--- src/design/txfis_pkg.sv ---
package txfis_pkg;
	// Register byte addresses
	localparam logic [7:0] TXFIS_ADR_DATA = 8'h00;
	localparam logic [7:0] TXFIS_ADR_STATUS = 8'h04;
	localparam logic [7:0] TXFIS_ADR_CONFIG = 8'h08;
	localparam logic [7:0] TXFIS_ADR_INFO = 8'h0C;
	localparam logic [7:0] TXFIS_ADR_ERROR = 8'h10;
	localparam logic [7:0] TXFIS_ADR_MACUSED = 8'h14;
	// Config bits
	localparam int TXFIS_CFG_SF = 0;
	localparam int TXFIS_CFG_SAO = 1;
	// Command word A fields
	localparam int TXFIS_A_ALIGN_LO = 24;
	localparam int TXFIS_A_OFF_LO = 16;
	localparam int TXFIS_A_FS = 13;
	localparam int TXFIS_A_LS = 12;
	// Alignment selector codes
	localparam logic [1:0] TXFIS_ALIGN_16 = 2'h1;
	localparam logic [1:0] TXFIS_ALIGN_32 = 2'h2;
	// Depths
	localparam int TXFIS_DFIFO_AW = 5;
	localparam int TXFIS_SFIFO_AW = 4;
	localparam int TXFIS_INFO_SUSED_LO = 16;
	typedef enum logic [1:0] {
		TXFIS_K_CMDA = 2'b00,
		TXFIS_K_CMDB = 2'b01,
		TXFIS_K_DATA = 2'b10
	} txfis_kind_t;
	typedef struct packed {
		txfis_kind_t kind;
		logic [31:0] word;
		logic [3:0] lanes;
		logic last;
	} txfis_entry_t;
	typedef struct packed {
		logic [31:0] data;
		logic [3:0] lanes;
		logic last;
		logic [15:0] tag;
	} txfis_beat_t;
	typedef struct packed {
		logic lost_carrier;
		logic no_carrier;
		logic late_collision;
		logic excess_collisions;
		logic [3:0] collision_count;
		logic excess_deferral;
		logic underrun;
		logic deferred;
	} txfis_mstat_t;
endpackage

--- src/design/txfis_intake.sv ---
// Added by the designer: the Wishbone interface to the registers and the address map.
`timescale 1ns/1ps
`default_nettype none
module txfis_intake import txfis_pkg::*; (
	// Clock and reset
	input wire logic mclk_in,
	input wire logic reset_in,
	// Wishbone slave
	input wire logic wb_cyc_in,
	input wire logic wb_stb_in,
	input wire logic wb_we_in,
	input wire logic [7:0] wb_adr_in,
	input wire logic [3:0] wb_sel_in,
	input wire logic [31:0] wb_dat_in,
	output logic [31:0] wb_dat_out,
	output logic wb_ack_out,
	// MAC-side data stream
	output logic mac_valid_out,
	output txfis_beat_t mac_beat_out,
	input wire logic mac_ready_in,
	output logic store_forward_enable_out,
	output logic tx_halted_out,
	// Per-packet result from the MAC engine
	input wire logic mac_status_valid_in,
	input wire txfis_mstat_t mac_status_in
);
	typedef enum logic [1:0] {
		TXFIS_S_CMDA = 2'b00,
		TXFIS_S_CMDB = 2'b01,
		TXFIS_S_DATA = 2'b10
	} txfis_state_t;

	function automatic logic [3:0] txfis_lanes(input logic [1:0] first, input logic [1:0] last);
		logic [3:0] m;
		m = 4'h0;
		for (int i = 0; i < 4; i++) begin
			m[i] = (2'(i) >= first) && (2'(i) <= last);
		end
		return m;
	endfunction

	// Bus
	logic ack_r;
	logic [31:0] dat_r;
	logic req, wr_done, rd_done, data_stall;
	// Config and error
	logic store_forward_enable_r, status_discard_overrun_allow_r;
	logic transmitter_error_flag_r;
	// Intake
	txfis_state_t state_r;
	logic [31:0] cmda_r, cmdb_r;
	logic [8:0] word_idx_r, words_total_r, words_skip_r, words_data_r;
	logic [11:0] size_sum_r;
	logic first_seg_r, last_seg_r;
	// Data FIFO
	txfis_entry_t dmem [0:(1<<TXFIS_DFIFO_AW)-1];
	logic [TXFIS_DFIFO_AW:0] dwp_r, drp_r;
	logic dfull, dempty, dpush, dpop;
	txfis_entry_t din, dhead;
	// MAC side
	logic [15:0] tag_r, done_tag_r;
	logic [11:0] mac_used_r;
	logic out_load;
	// Status FIFO
	logic [31:0] smem [0:(1<<TXFIS_SFIFO_AW)-1];
	logic [TXFIS_SFIFO_AW:0] swp_r, srp_r;
	logic sfull, sempty, spush, spop, overrun_lock_r, sovr;
	logic [31:0] sword;
	logic [TXFIS_SFIFO_AW:0] status_used_count;

	// Single-cycle registered ack, data writes wait for FIFO room
	assign dfull = (dwp_r[TXFIS_DFIFO_AW] != drp_r[TXFIS_DFIFO_AW]) &&
		(dwp_r[TXFIS_DFIFO_AW-1:0] == drp_r[TXFIS_DFIFO_AW-1:0]);
	assign dempty = (dwp_r == drp_r);
	assign data_stall = wb_we_in && (wb_adr_in == TXFIS_ADR_DATA) && dfull;
	assign req = wb_cyc_in && wb_stb_in;
	assign wr_done = req && ack_r && wb_we_in;
	assign rd_done = req && ack_r && !wb_we_in;
	assign wb_ack_out = ack_r;
	assign wb_dat_out = dat_r;

	always_ff @(posedge mclk_in) begin
		if (reset_in)
			ack_r <= 1'b0;
		else
			ack_r <= req && !ack_r && !data_stall;
	end

	always_ff @(posedge mclk_in) begin
		if (reset_in) begin
			dat_r <= 32'h0;
		end else if (req && !ack_r && !wb_we_in) begin
			unique case (wb_adr_in)
				TXFIS_ADR_STATUS: dat_r <= sempty ? 32'h0 : smem[srp_r[TXFIS_SFIFO_AW-1:0]];
				TXFIS_ADR_CONFIG: dat_r <= {30'h0, status_discard_overrun_allow_r,
					store_forward_enable_r};
				TXFIS_ADR_INFO: dat_r <= {11'h0, status_used_count, 10'h0,
					dwp_r - drp_r};
				TXFIS_ADR_ERROR: dat_r <= {31'h0, transmitter_error_flag_r};
				TXFIS_ADR_MACUSED: dat_r <= {20'h0, mac_used_r};
				default: dat_r <= 32'h0;
			endcase
		end
	end

	always_ff @(posedge mclk_in) begin
		if (reset_in) begin
			store_forward_enable_r <= 1'b0;
			status_discard_overrun_allow_r <= 1'b0;
		end else if (wr_done && wb_adr_in == TXFIS_ADR_CONFIG && wb_sel_in[0]) begin
			store_forward_enable_r <= wb_dat_in[TXFIS_CFG_SF];
			status_discard_overrun_allow_r <= wb_dat_in[TXFIS_CFG_SAO];
		end
	end
	assign store_forward_enable_out = store_forward_enable_r;

	// Intake: word counts derived from command A
	logic [31:0] wa;
	logic [1:0] sub_off;
	logic [12:0] span, span_al;
	assign wa = wb_dat_in;
	assign sub_off = cmda_r[TXFIS_A_OFF_LO +: 2];

	always_comb begin
		span = 13'(wa[TXFIS_A_OFF_LO +: 5]) + 13'(wa[10:0]);
		unique case (wa[TXFIS_A_ALIGN_LO +: 2])
			TXFIS_ALIGN_16: span_al = (span + 13'hF) & ~13'hF;
			TXFIS_ALIGN_32: span_al = (span + 13'h1F) & ~13'h1F;
			default: span_al = (span + 13'h3) & ~13'h3;
		endcase
	end

	logic push_data_word, keep_word, data_wr;
	logic [8:0] rel_idx;
	logic [1:0] end_lane;
	assign data_wr = wr_done && wb_adr_in == TXFIS_ADR_DATA;
	assign rel_idx = word_idx_r - words_skip_r;
	assign keep_word = (word_idx_r >= words_skip_r) &&
		(word_idx_r < words_skip_r + words_data_r);
	assign end_lane = 2'(13'(sub_off) + 13'(cmda_r[10:0]) - 13'h1);

	always_comb begin
		dpush = 1'b0;
		din = '0;
		push_data_word = 1'b0;
		if (data_wr) begin
			unique case (state_r)
				TXFIS_S_CMDA: begin
					dpush = 1'b1;
					din.kind = TXFIS_K_CMDA;
					din.word = wa;
				end
				TXFIS_S_CMDB: begin
					dpush = first_seg_r;
					din.kind = TXFIS_K_CMDB;
					din.word = wa;
				end
				TXFIS_S_DATA: begin
					push_data_word = keep_word;
					dpush = keep_word;
					din.kind = TXFIS_K_DATA;
					din.word = wa;
					din.lanes = txfis_lanes((rel_idx == 9'h0) ? sub_off : 2'h0,
						(rel_idx == words_data_r - 9'h1) ? end_lane : 2'h3);
					din.last = last_seg_r && (rel_idx == words_data_r - 9'h1);
				end
				default: dpush = 1'b0;
			endcase
		end
	end

	logic pkt_err;
	always_ff @(posedge mclk_in) begin
		if (reset_in) begin
			state_r <= TXFIS_S_CMDA;
			cmda_r <= 32'h0;
			cmdb_r <= 32'h0;
			word_idx_r <= 9'h0;
			words_total_r <= 9'h0;
			words_skip_r <= 9'h0;
			words_data_r <= 9'h0;
			size_sum_r <= 12'h0;
			first_seg_r <= 1'b0;
			last_seg_r <= 1'b0;
		end else if (data_wr) begin
			unique case (state_r)
				TXFIS_S_CMDA: begin
					cmda_r <= wa;
					first_seg_r <= wa[TXFIS_A_FS];
					last_seg_r <= wa[TXFIS_A_LS];
					words_total_r <= 9'(span_al >> 2);
					words_skip_r <= 9'(wa[TXFIS_A_OFF_LO + 2 +: 3]);
					words_data_r <= 9'((13'(wa[TXFIS_A_OFF_LO +: 2]) + 13'(wa[10:0]) +
						13'h3) >> 2);
					size_sum_r <= (wa[TXFIS_A_FS] ? 12'h0 : size_sum_r) + 12'(wa[10:0]);
					state_r <= TXFIS_S_CMDB;
				end
				TXFIS_S_CMDB: begin
					if (first_seg_r)
						cmdb_r <= wa;
					word_idx_r <= 9'h0;
					state_r <= (words_total_r == 9'h0) ? TXFIS_S_CMDA : TXFIS_S_DATA;
				end
				TXFIS_S_DATA: begin
					word_idx_r <= word_idx_r + 9'h1;
					if (word_idx_r == words_total_r - 9'h1)
						state_r <= TXFIS_S_CMDA;
				end
				default: state_r <= TXFIS_S_CMDA;
			endcase
		end
	end

	// Packet consistency: B must repeat, sizes must sum to length
	assign pkt_err = data_wr && state_r == TXFIS_S_CMDB &&
		((!first_seg_r && wa != cmdb_r) ||
		(last_seg_r && size_sum_r != {1'b0, wa[10:0]}));

	// Data FIFO
	always_ff @(posedge mclk_in) begin
		if (dpush)
			dmem[dwp_r[TXFIS_DFIFO_AW-1:0]] <= din;
	end
	always_ff @(posedge mclk_in) begin
		if (reset_in) begin
			dwp_r <= '0;
			drp_r <= '0;
		end else begin
			if (dpush)
				dwp_r <= dwp_r + 1'b1;
			if (dpop)
				drp_r <= drp_r + 1'b1;
		end
	end
	assign dhead = dmem[drp_r[TXFIS_DFIFO_AW-1:0]];

	// MAC side: commands dropped here, data held while status is blocked
	assign tx_halted_out = sfull && !status_discard_overrun_allow_r;
	assign out_load = !dempty && dhead.kind == TXFIS_K_DATA &&
		(!mac_valid_out || mac_ready_in) && !tx_halted_out;
	assign dpop = (!dempty && dhead.kind != TXFIS_K_DATA) || out_load;

	always_ff @(posedge mclk_in) begin
		if (reset_in) begin
			mac_valid_out <= 1'b0;
			mac_beat_out <= '0;
		end else if (out_load) begin
			mac_valid_out <= 1'b1;
			mac_beat_out <= '{data: dhead.word, lanes: dhead.lanes, last: dhead.last,
				tag: tag_r};
		end else if (mac_ready_in) begin
			mac_valid_out <= 1'b0;
		end
	end

	always_ff @(posedge mclk_in) begin
		if (reset_in) begin
			tag_r <= 16'h0;
			mac_used_r <= 12'h0;
		end else if (!dempty && dhead.kind == TXFIS_K_CMDB) begin
			tag_r <= dhead.word[31:16];
		end else if (!dempty && dhead.kind == TXFIS_K_CMDA && dhead.word[TXFIS_A_FS]) begin
			mac_used_r <= 12'h0;
		end else if (out_load) begin
			mac_used_r <= mac_used_r + 12'h4;
		end
	end

	// Tag of the packet the MAC has finished taking
	always_ff @(posedge mclk_in) begin
		if (reset_in)
			done_tag_r <= 16'h0;
		else if (mac_valid_out && mac_ready_in && mac_beat_out.last)
			done_tag_r <= mac_beat_out.tag;
	end

	// Status word assembly
	always_comb begin
		sword = 32'h0;
		sword[31:16] = done_tag_r;
		sword[11] = mac_status_in.lost_carrier;
		sword[10] = mac_status_in.no_carrier;
		sword[9] = mac_status_in.late_collision;
		sword[8] = mac_status_in.excess_collisions;
		sword[6:3] = mac_status_in.collision_count;
		sword[2] = mac_status_in.excess_deferral;
		sword[1] = mac_status_in.underrun;
		sword[0] = mac_status_in.deferred;
		sword[15] = |{sword[11:8], sword[2:1]};
	end

	// Status FIFO
	assign sfull = (swp_r[TXFIS_SFIFO_AW] != srp_r[TXFIS_SFIFO_AW]) &&
		(swp_r[TXFIS_SFIFO_AW-1:0] == srp_r[TXFIS_SFIFO_AW-1:0]);
	assign sempty = (swp_r == srp_r);
	assign spush = mac_status_valid_in && !sfull && !overrun_lock_r;
	assign sovr = mac_status_valid_in && sfull;
	// Pop only what was handed out; a push between take and ack must survive
	logic st_pop_ok_r;
	always_ff @(posedge mclk_in) begin
		if (reset_in)
			st_pop_ok_r <= 1'b0;
		else if (req && !ack_r && !wb_we_in)
			st_pop_ok_r <= (wb_adr_in == TXFIS_ADR_STATUS) && !sempty;
	end
	assign spop = rd_done && wb_adr_in == TXFIS_ADR_STATUS && st_pop_ok_r;
	assign status_used_count = overrun_lock_r ? '0 : (swp_r - srp_r);

	always_ff @(posedge mclk_in) begin
		if (spush)
			smem[swp_r[TXFIS_SFIFO_AW-1:0]] <= sword;
	end
	always_ff @(posedge mclk_in) begin
		if (reset_in) begin
			swp_r <= '0;
			srp_r <= '0;
		end else begin
			if (spush)
				swp_r <= swp_r + 1'b1;
			if (spop)
				srp_r <= srp_r + 1'b1;
		end
	end

	// Lock lifts on a host read; a fresh overrun in that cycle keeps it
	always_ff @(posedge mclk_in) begin
		if (reset_in)
			overrun_lock_r <= 1'b0;
		else if (sovr && status_discard_overrun_allow_r)
			overrun_lock_r <= 1'b1;
		else if (spop)
			overrun_lock_r <= 1'b0;
	end

	// Sticky error, set wins over write-one-to-clear
	logic err_set;
	assign err_set = pkt_err ||
		(sovr && !status_discard_overrun_allow_r) ||
		(mac_status_valid_in && mac_status_in.underrun);
	always_ff @(posedge mclk_in) begin
		if (reset_in)
			transmitter_error_flag_r <= 1'b0;
		else if (err_set)
			transmitter_error_flag_r <= 1'b1;
		else if (wr_done && wb_adr_in == TXFIS_ADR_ERROR && wb_sel_in[0] && wb_dat_in[0])
			transmitter_error_flag_r <= 1'b0;
	end
endmodule
`default_nettype wire

--- config.mk ---
export PLATFORM = sky130hd
export DESIGN_NAME = txfis_intake
export DESIGN_NICKNAME = d
export VERILOG_FILES = /design/src/design/txfis_pkg.sv /design/src/design/txfis_intake.sv
export SDC_FILE = /design/constraint.sdc
export NUM_CORES = 2
export LEC_CHECK = 0
export BUFFER_PORTS_ARGS = -buffer_cell sky130_fd_sc_hd__buf_4
export CAP_MARGIN = 20
export CORE_UTILIZATION = 55
export CTS_CLUSTER_SIZE = 20
export DETAILED_ROUTE_END_ITERATION = 12
export HOLD_SLACK_MARGIN = 0.06
export PLACE_DENSITY = 0.71
export SLEW_MARGIN = 0
export SYNTH_ARGS = -nofsm -noshare
export SYNTH_HDL_FRONTEND = slang
export SYNTH_SLANG_ARGS = --single-unit
--- constraint.sdc ---
create_clock -name mclk_in -period 8.15 [get_ports mclk_in]
set_input_delay 1.63 -clock mclk_in [delete_from_list [all_inputs] [get_ports mclk_in]]
set_output_delay 1.63 -clock mclk_in [all_outputs]
set_load 0.02 [all_outputs]
# Word level (Yosys, flattened, before mapping)
# Memories as Yosys holds them, arrays and structs flattened. A register that Yosys moved wholly into a read port is not among the register bits.
# Index checks and enable logic that the tools add are counted.
[totals] regBits=254 latch_bits=0 ramBits=1696 rom_bits=0 inputBits=62 out_inout_bits=89 wordCells=196 mem_count=2
[classes] add_sub_neg=21 n_mul=0 n_div=0 magnitude_cmp=10 eq_ne=23 shift=0 n_mux=32 bitwise=1 n_reduce_logical=78
[mem_list] name="dmem" depth=32 word_bits=39 rd=1 rd_clocked_by_memory_dff=1 wr=1 line="txfis_intake.sv:56" source="txfis_entry_t dmem [0:(1<<TXFIS_DFIFO_AW)-1];"
[mem_list] name="smem" depth=16 word_bits=28 rd=1 rd_clocked_by_memory_dff=1 wr=1 line="txfis_intake.sv:65" source="logic [31:0] smem [0:(1<<TXFIS_SFIFO_AW)-1];"
[ops] cell="32-bit one-hot mux with 5 select lines" n=1
[ops] cell="34-bit one-hot mux with 3 select lines" n=1
[ops] cell="1-bit logical AND" n=46
[ops] cell="39-bit two-way mux" n=1
[ops] cell="12-bit two-way mux" n=3
[ops] cell="32-bit two-way mux" n=1
[ops] cell="32-bit inequality test" n=1
[ops] cell="11-bit by 2-bit adder with 11-bit output (second input constant)" n=2
[ops] cell="11-bit one-hot mux with 2 select lines" n=1
[ops] cell="5-bit two-way mux" n=4
[ops] cell="9-bit equality test" n=2
[ops] cell="9-bit zero test" n=2
[ops] cell="9-bit one-hot mux with 2 select lines" n=1
[ops] cell="9-bit by 1-bit subtractor with 9-bit output (second input constant)" n=2
[ops] cell="8-bit by 4-bit equality test with 1-bit output (second input constant)" n=2
[ops] cell="8-bit by 5-bit equality test with 1-bit output (second input constant)" n=2
[ops] cell="12-bit by 11-bit adder with 12-bit output" n=1
[ops] cell="12-bit by 3-bit adder with 12-bit output (second input constant)" n=1
[ops] cell="6-bit by 1-bit adder with 6-bit output (second input constant)" n=2
[ops] cell="12-bit by 11-bit inequality test with 1-bit output" n=1
[ops] cell="11-bit by 4-bit adder with 11-bit output (second input constant)" n=1
[ops] cell="11-bit by 5-bit adder with 11-bit output (second input constant)" n=1
[ops] cell="2-bit by 11-bit adder with 11-bit output" n=1
[ops] cell="5-bit by 11-bit adder with 11-bit output" n=1
[ops] cell="36 further kinds" n=84

# Longest topological paths before layout
[depth] ltp_word=9 ltp_mapped=16

# Worst setup path before layout
# OpenSTA, ideal clock, no wires.
[synth_timing] kind="input-to-reg" from="in wb_adr_in[5]" to="mem dmem[12][0] (netlist bit), enable pin" setup_time_ns=0.484 t_arrival_ns=5.828 required_ns=7.666 setup_slack_ns=1.839 cell_stages=9 n_path_buf=1 cell_sequence="nor3_1 > and4bb_2 > and2_0 > nand2b_1 > inv_1 > o21a_1 > clkbuf_1 > nand2_1 > nor3_1"
[synth_via] elab_chain_cells=5
[synth_rtl] item="start: declaration" line="txfis_intake.sv:12" source="input wire logic [7:0] wb_adr_in,"
[synth_rtl] item="8-bit zero test" line="txfis_intake.sv:136" source="assign data_wr = wr_done && wb_adr_in == TXFIS_ADR_DATA;"
[synth_rtl] item="1-bit logical AND" line="txfis_intake.sv:136"
[synth_rtl] item="1-bit two-way mux" line="txfis_intake.sv:146" source="if (data_wr) begin"
[synth_rtl] item="1-bit two-way mux" line="txfis_intake.sv:221" source="if (dpush)"
[synth_rtl] item="1-bit two-way mux (implied by the code)" line="txfis_intake.sv:222" source="dmem[dwp_r[TXFIS_DFIFO_AW-1:0]] <= din;"
[synth_rtl] item="end: declaration" line="txfis_intake.sv:56"
# Every way passes these cells.

# Worst setup path after layout
[layout_timing] from="reg words_data_r[0]" to="mem dmem[26][25] (netlist bit), enable pin"
[layout_via] elab_chain_cells=7
[layout_rtl] item="start: declaration" line="txfis_intake.sv:52" source="logic [8:0] word_idx_r, words_total_r, words_skip_r, words_data_r;"
[layout_rtl] item="start signal: assignment" line="txfis_intake.sv:193" source="words_data_r <= 9'((13'(wa[TXFIS_A_OFF_LO +: 2]) + 13'(wa[10:0]) +"
[layout_rtl] item="3-bit by 9-bit adder with 9-bit output" line="txfis_intake.sv:139" source="(word_idx_r < words_skip_r + words_data_r);"
[layout_rtl] item="9-bit less-than comparator" line="txfis_intake.sv:139"
[layout_rtl] item="1-bit logical AND" line="txfis_intake.sv:138" source="assign keep_word = (word_idx_r >= words_skip_r) &&"
[layout_rtl] item="1-bit one-hot mux with 3 select lines" line="txfis_intake.sv:147" source="unique case (state_r)"
[layout_rtl] item="1-bit two-way mux" line="txfis_intake.sv:146"
[layout_rtl] item="1-bit two-way mux" line="txfis_intake.sv:221"
[layout_rtl] item="1-bit two-way mux (implied by the code)" line="txfis_intake.sv:222"
# Every way passes these cells.

==> results.sh <==
export IMPL_final_net_count=4429
export IMPL_top_level_ports=151
export IMPL_cts_max_path_buffers=3
export IMPL_postSynth_topFlopCell="sky130_fd_sc_hd__edfxtp_1"
export IMPL_finalClockSkew_ps=59.45
export IMPL_cts_tree="yes"
export IMPL_drtPass1Iterations=5
export IMPL_drt_vias_per_instance=6.252
export IMPL_clk_root_buffer_cell="sky130_fd_sc_hd__clkbuf_16"
export IMPL_globalRoute_totalOverflow=0
export IMPL_timing_max_slew_rel_slack=0.2402
export IMPL_postSynthRegisterBits=1940
export IMPL_cts_buffers_inserted=187
export IMPL_worst_endpoint_required_ps=8610
export IMPL_pre_cts_ws_ps=1935
export IMPL_place_port_buffers=144
export IMPL_grt_pass1_vias=39282
export IMPL_core_region_area_um2=139700
export IMPL_final_setup_tns_ps=0
export IMPL_netlist_area_um2=77620
export IMPL_initial_core_util=0.5556
export IMPL_syn_area_per_cell_um2=19.05
export IMPL_ir_drop_mv=0.2960
export IMPL_cts_htree_levels=4
export IMPL_routed_wirelength_um=184400
export IMPL_timing_critical_path_arrival_ps=5900
export IMPL_whs_endpoint="wb_dat_out[5]$_SDFFE_PP0P_"
export IMPL_hold_path_depth=2
export IMPL_flow_area_growth_from_synthesis_pct=12.99
export IMPL_slowest_stage="sky130_fd_sc_hd__nor2_4"
export IMPL_final_clock_period_utilization_by_the_worst_path=0.6673
export IMPL_filler_cell_count=9468
export IMPL_post_dp_hpwl_um=106400
export IMPL_drc_errors=0
export IMPL_count_of_flip_flops_with_a_built_in_enable_after_synthesis=1696
export IMPL_setup_worst_path_start_class="register"
export IMPL_detail_route_iter0_violations=4357
export IMPL_finalHoldViolCount=0
export IMPL_rsz0062_at_grt="false"
export IMPL_max_freq_ghz=0.1839
export IMPL_die_area_um2=142600
export IMPL_setup_violations_final=0
export IMPL_total_of_warnings_raised_by_yosys=0
export IMPL_drtAntennaViolNets=0
export IMPL_critical_path_start_end_classification="register to register"
export IMPL_worst_path_largest_cell_delay_ps=1010
export IMPL_timing_hold_worst_start="wb_dat_out[5]$_SDFFE_PP0P_"
export IMPL_powerDensity_nw_per_um2=241.4
export IMPL_clock_sink_count=1940
export IMPL_worst_setup_margin_ps=2711
export IMPL_cts_setup_buffers=0
export IMPL_critical_path_cell_chain="ha_1 > inv_1 > fa_1 > nor2b_1 > o21a_1 > nand3_1 > xor2_1 > ha_1 > a21oi_1 > nor2b_1 > o21ai_0 > o311a_1 > o21a_1 > nand2_1 > nor2_4 > buf_4"
export IMPL_synth_async_reset_ratio=0
export IMPL_cts_resized_gates=0
export IMPL_grt_pass1_wl_um=266600
export IMPL_worst_setup_path_end_kind="register"
export IMPL_routed_via_count=39576
export IMPL_outcome="finished, final reports clean"
export IMPL_crit_fanout=22
export IMPL_ff2ff_path_depth=16
export IMPL_final_util=0.6278
export IMPL_pin_count_of_the_biggest_net_entering_global_routing=138
export IMPL_timing_hold_ws_ps=459.0
export IMPL_post_route_min_period_ps=5439
export IMPL_finalPower_uw=21170
export IMPL_cap_violations=0
export IMPL_crit_reg2reg_capture="dmem[26][25]$_DFFE_PP_"
export IMPL_report_final_slew_viol_count=0
export IMPL_initial_antenna_violation_count=7
export IMPL_synthCells=4074
export IMPL_yosysUniqueCellTypes=82
export IMPL_cellLeakagePower_uw=0.02986
export IMPL_die_height_um=377.7
export IMPL_globalRouteTotalUtil=0.2617
export IMPL_route_detailed_wl_per_inst_um=29.14
export IMPL_worst_setup_hold_path_clk_slew_ps=60
export IMPL_ys_seq_area_frac=0.7191
export IMPL_gp_congestion=0.8483
export IMPL_cts_hold_buffers_added=0
export IMPL_holdCritPathClass="register to register"
export IMPL_fraction_of_layout_instances_using_a_drive_strength_above_1=0.2630
export IMPL_worst_slew_pin_slew_ps=1140
export IMPL_insertion_delay_ps=820
export IMPL_ff2ff_setup_slack_ps=2710
export IMPL_final_common_cell="sky130_fd_sc_hd__edfxtp_1"
export IMPL_final_cell_mix="1696 x sky130_fd_sc_hd__edfxtp_1, 512 x sky130_fd_sc_hd__mux4_2, 243 x sky130_fd_sc_hd__nor2_1, 243 x sky130_fd_sc_hd__buf_4, 236 x sky130_fd_sc_hd__dfxtp_1"
export IMPL_row_count=137
export IMPL_die_x_um=377.7
export IMPL_worstReg2RegStart="words_data_r[0]$_SDFFE_PP0P_"
==> metal layers <==
layer	track usage	vias up	routed length, um
met4	0.07302	2	4608
met1	0.3621	20728	72920
li1	-	16797	-
met2	0.4165	1769	89690
met5	0	-	13
met3	0.06478	280	17200
==> kinds of logic after synthesis <==
| logic type | after synthesis | synth area share |
|---|---|---|
| fa+ha+maj | 72 | 0.01225 |
| flops | 1940 | 0.7191 |
| buf+inv | 287 | 0.01599 |
| simple gates | 708 | 0.04170 |
| compound gates | 270 | 0.02532 |
| mux | 640 | 0.1678 |
| xor+xnor | 156 | 0.01778 |
| other cells | 1 | 0.00004831 |
==> worst max-delay path by stage <==
stage	from	end	cells after the start
floorplan	wb_adr_in[5]	dmem[12][0]$_DFFE_PP_	9
global placement	wb_adr_in[5]	dmem[6][32]$_DFFE_PP_	10
detailed placement	wb_adr_in[5]	dmem[16][8]$_DFFE_PP_	10
CTS	words_data_r[0]$_SDFFE_PP0P_	dmem[26][29]$_DFFE_PP_	16
global route	words_data_r[0]$_SDFFE_PP0P_	dmem[4][22]$_DFFE_PP_	16
finish	words_data_r[0]$_SDFFE_PP0P_	dmem[26][25]$_DFFE_PP_	16
==> final cells by class <==
class	instances	area (um^2)	area share
repair buffers	258	2145	0.02445
inverters	60	227.7	0.002596
clock inverters	88	987.2	0.01126
multi-input cells	1849	21030	0.2397
diodes	2	5.005	0.00005707
flip-flops and latches	1940	55840	0.6367
clock buffers	257	5124	0.05842
well taps	1876	2347	0.02676
==> critical path: cells and delay by family (launching register included) <==
family / cells / cell delay (ps)
AOI/OAI and AO/OA: 5 / 1210
xor gates and xnor gates: 1 / 160
buffers and inverters: 2 / 530
and+or+nand+nor: 5 / 1820
adders and majority gates: 3 / 920
DFF: 1 / 450
==> power breakdown <==
group	switching [uW]	internal, uW
logic	970	770
clock network	3770	4760
registers	149	10700
total	4890	16300
==> cell usage after synthesis, types with 4 or more instances <==
library cell | instances | area, um^2
sky130_fd_sc_hd__o22ai_1 | 5 | 31.28
sky130_fd_sc_hd__a22oi_1 | 21 | 157.7
sky130_fd_sc_hd__mux2_2 | 28 | 315.3
sky130_fd_sc_hd__o221ai_1 | 8 | 70.07
sky130_fd_sc_hd__nand2_1 | 178 | 668.1
sky130_fd_sc_hd__nor4_1 | 14 | 87.58
sky130_fd_sc_hd__o21ai_0 | 25 | 125.1
sky130_fd_sc_hd__a311oi_2 | 21 | 315.3
sky130_fd_sc_hd__buf_4 | 6 | 45.04
sky130_fd_sc_hd__inv_1 | 60 | 225.2
sky130_fd_sc_hd__mux4_1 | 10 | 262.8
sky130_fd_sc_hd__buf_6 | 9 | 101.4
sky130_fd_sc_hd__clkbuf_1 | 132 | 495.5
sky130_fd_sc_hd__and2_1 | 25 | 156.4
sky130_fd_sc_hd__edfxtp_1 | 1696 | 50930
sky130_fd_sc_hd__or2_2 | 4 | 25.02
sky130_fd_sc_hd__nor3_1 | 46 | 230.2
sky130_fd_sc_hd__and3_1 | 14 | 87.58
sky130_fd_sc_hd__fa_1 | 7 | 140.1
sky130_fd_sc_hd__a211oi_1 | 12 | 90.09
sky130_fd_sc_hd__nand3_1 | 31 | 155.2
sky130_fd_sc_hd__a21o_1 | 21 | 157.7
sky130_fd_sc_hd__nand4_1 | 32 | 200.2
sky130_fd_sc_hd__nor2b_1 | 23 | 143.9
sky130_fd_sc_hd__a21oi_1 | 98 | 490.5
sky130_fd_sc_hd__nor3b_1 | 5 | 37.54
sky130_fd_sc_hd__a311oi_1 | 10 | 87.58
sky130_fd_sc_hd__buf_2 | 50 | 250.2
sky130_fd_sc_hd__mux2i_1 | 88 | 880.8
sky130_fd_sc_hd__nor2_1 | 285 | 1070
sky130_fd_sc_hd__nand2b_1 | 14 | 87.58
sky130_fd_sc_hd__or3_1 | 12 | 75.07
sky130_fd_sc_hd__buf_1 | 29 | 108.9
sky130_fd_sc_hd__dfxtp_1 | 244 | 4885
sky130_fd_sc_hd__a31oi_1 | 10 | 62.56
sky130_fd_sc_hd__xor2_1 | 57 | 499.2
sky130_fd_sc_hd__ha_1 | 64 | 800.8
sky130_fd_sc_hd__mux4_2 | 512 | 11530
sky130_fd_sc_hd__xnor2_1 | 98 | 858.3
sky130_fd_sc_hd__nand3b_1 | 5 | 37.54
==> flip-flops by register name, summed over array words and instances, names as in the netlist, 9 cells and up, named ones only <==
register       cells
mac_used_r        10
word_idx_r         9
cmdb_r            32
words_data_r       9
words_total_r      9
wb_dat_out        29
dmem            1248
tag_r             16
size_sum_r        12
mac_beat_out      53
done_tag_r        16
smem             448
==> per-stage QoR <==
step	cell area, um^2	instances
3_3_place_gp	81360	5973
6_report	87700	6330
5_1_grt	87700	6330
3_5_place_dp	81430	5976
2_1_floorplan	77630	4076
4_1_cts	87540	6321
Power figures use the tool's default switching activity.
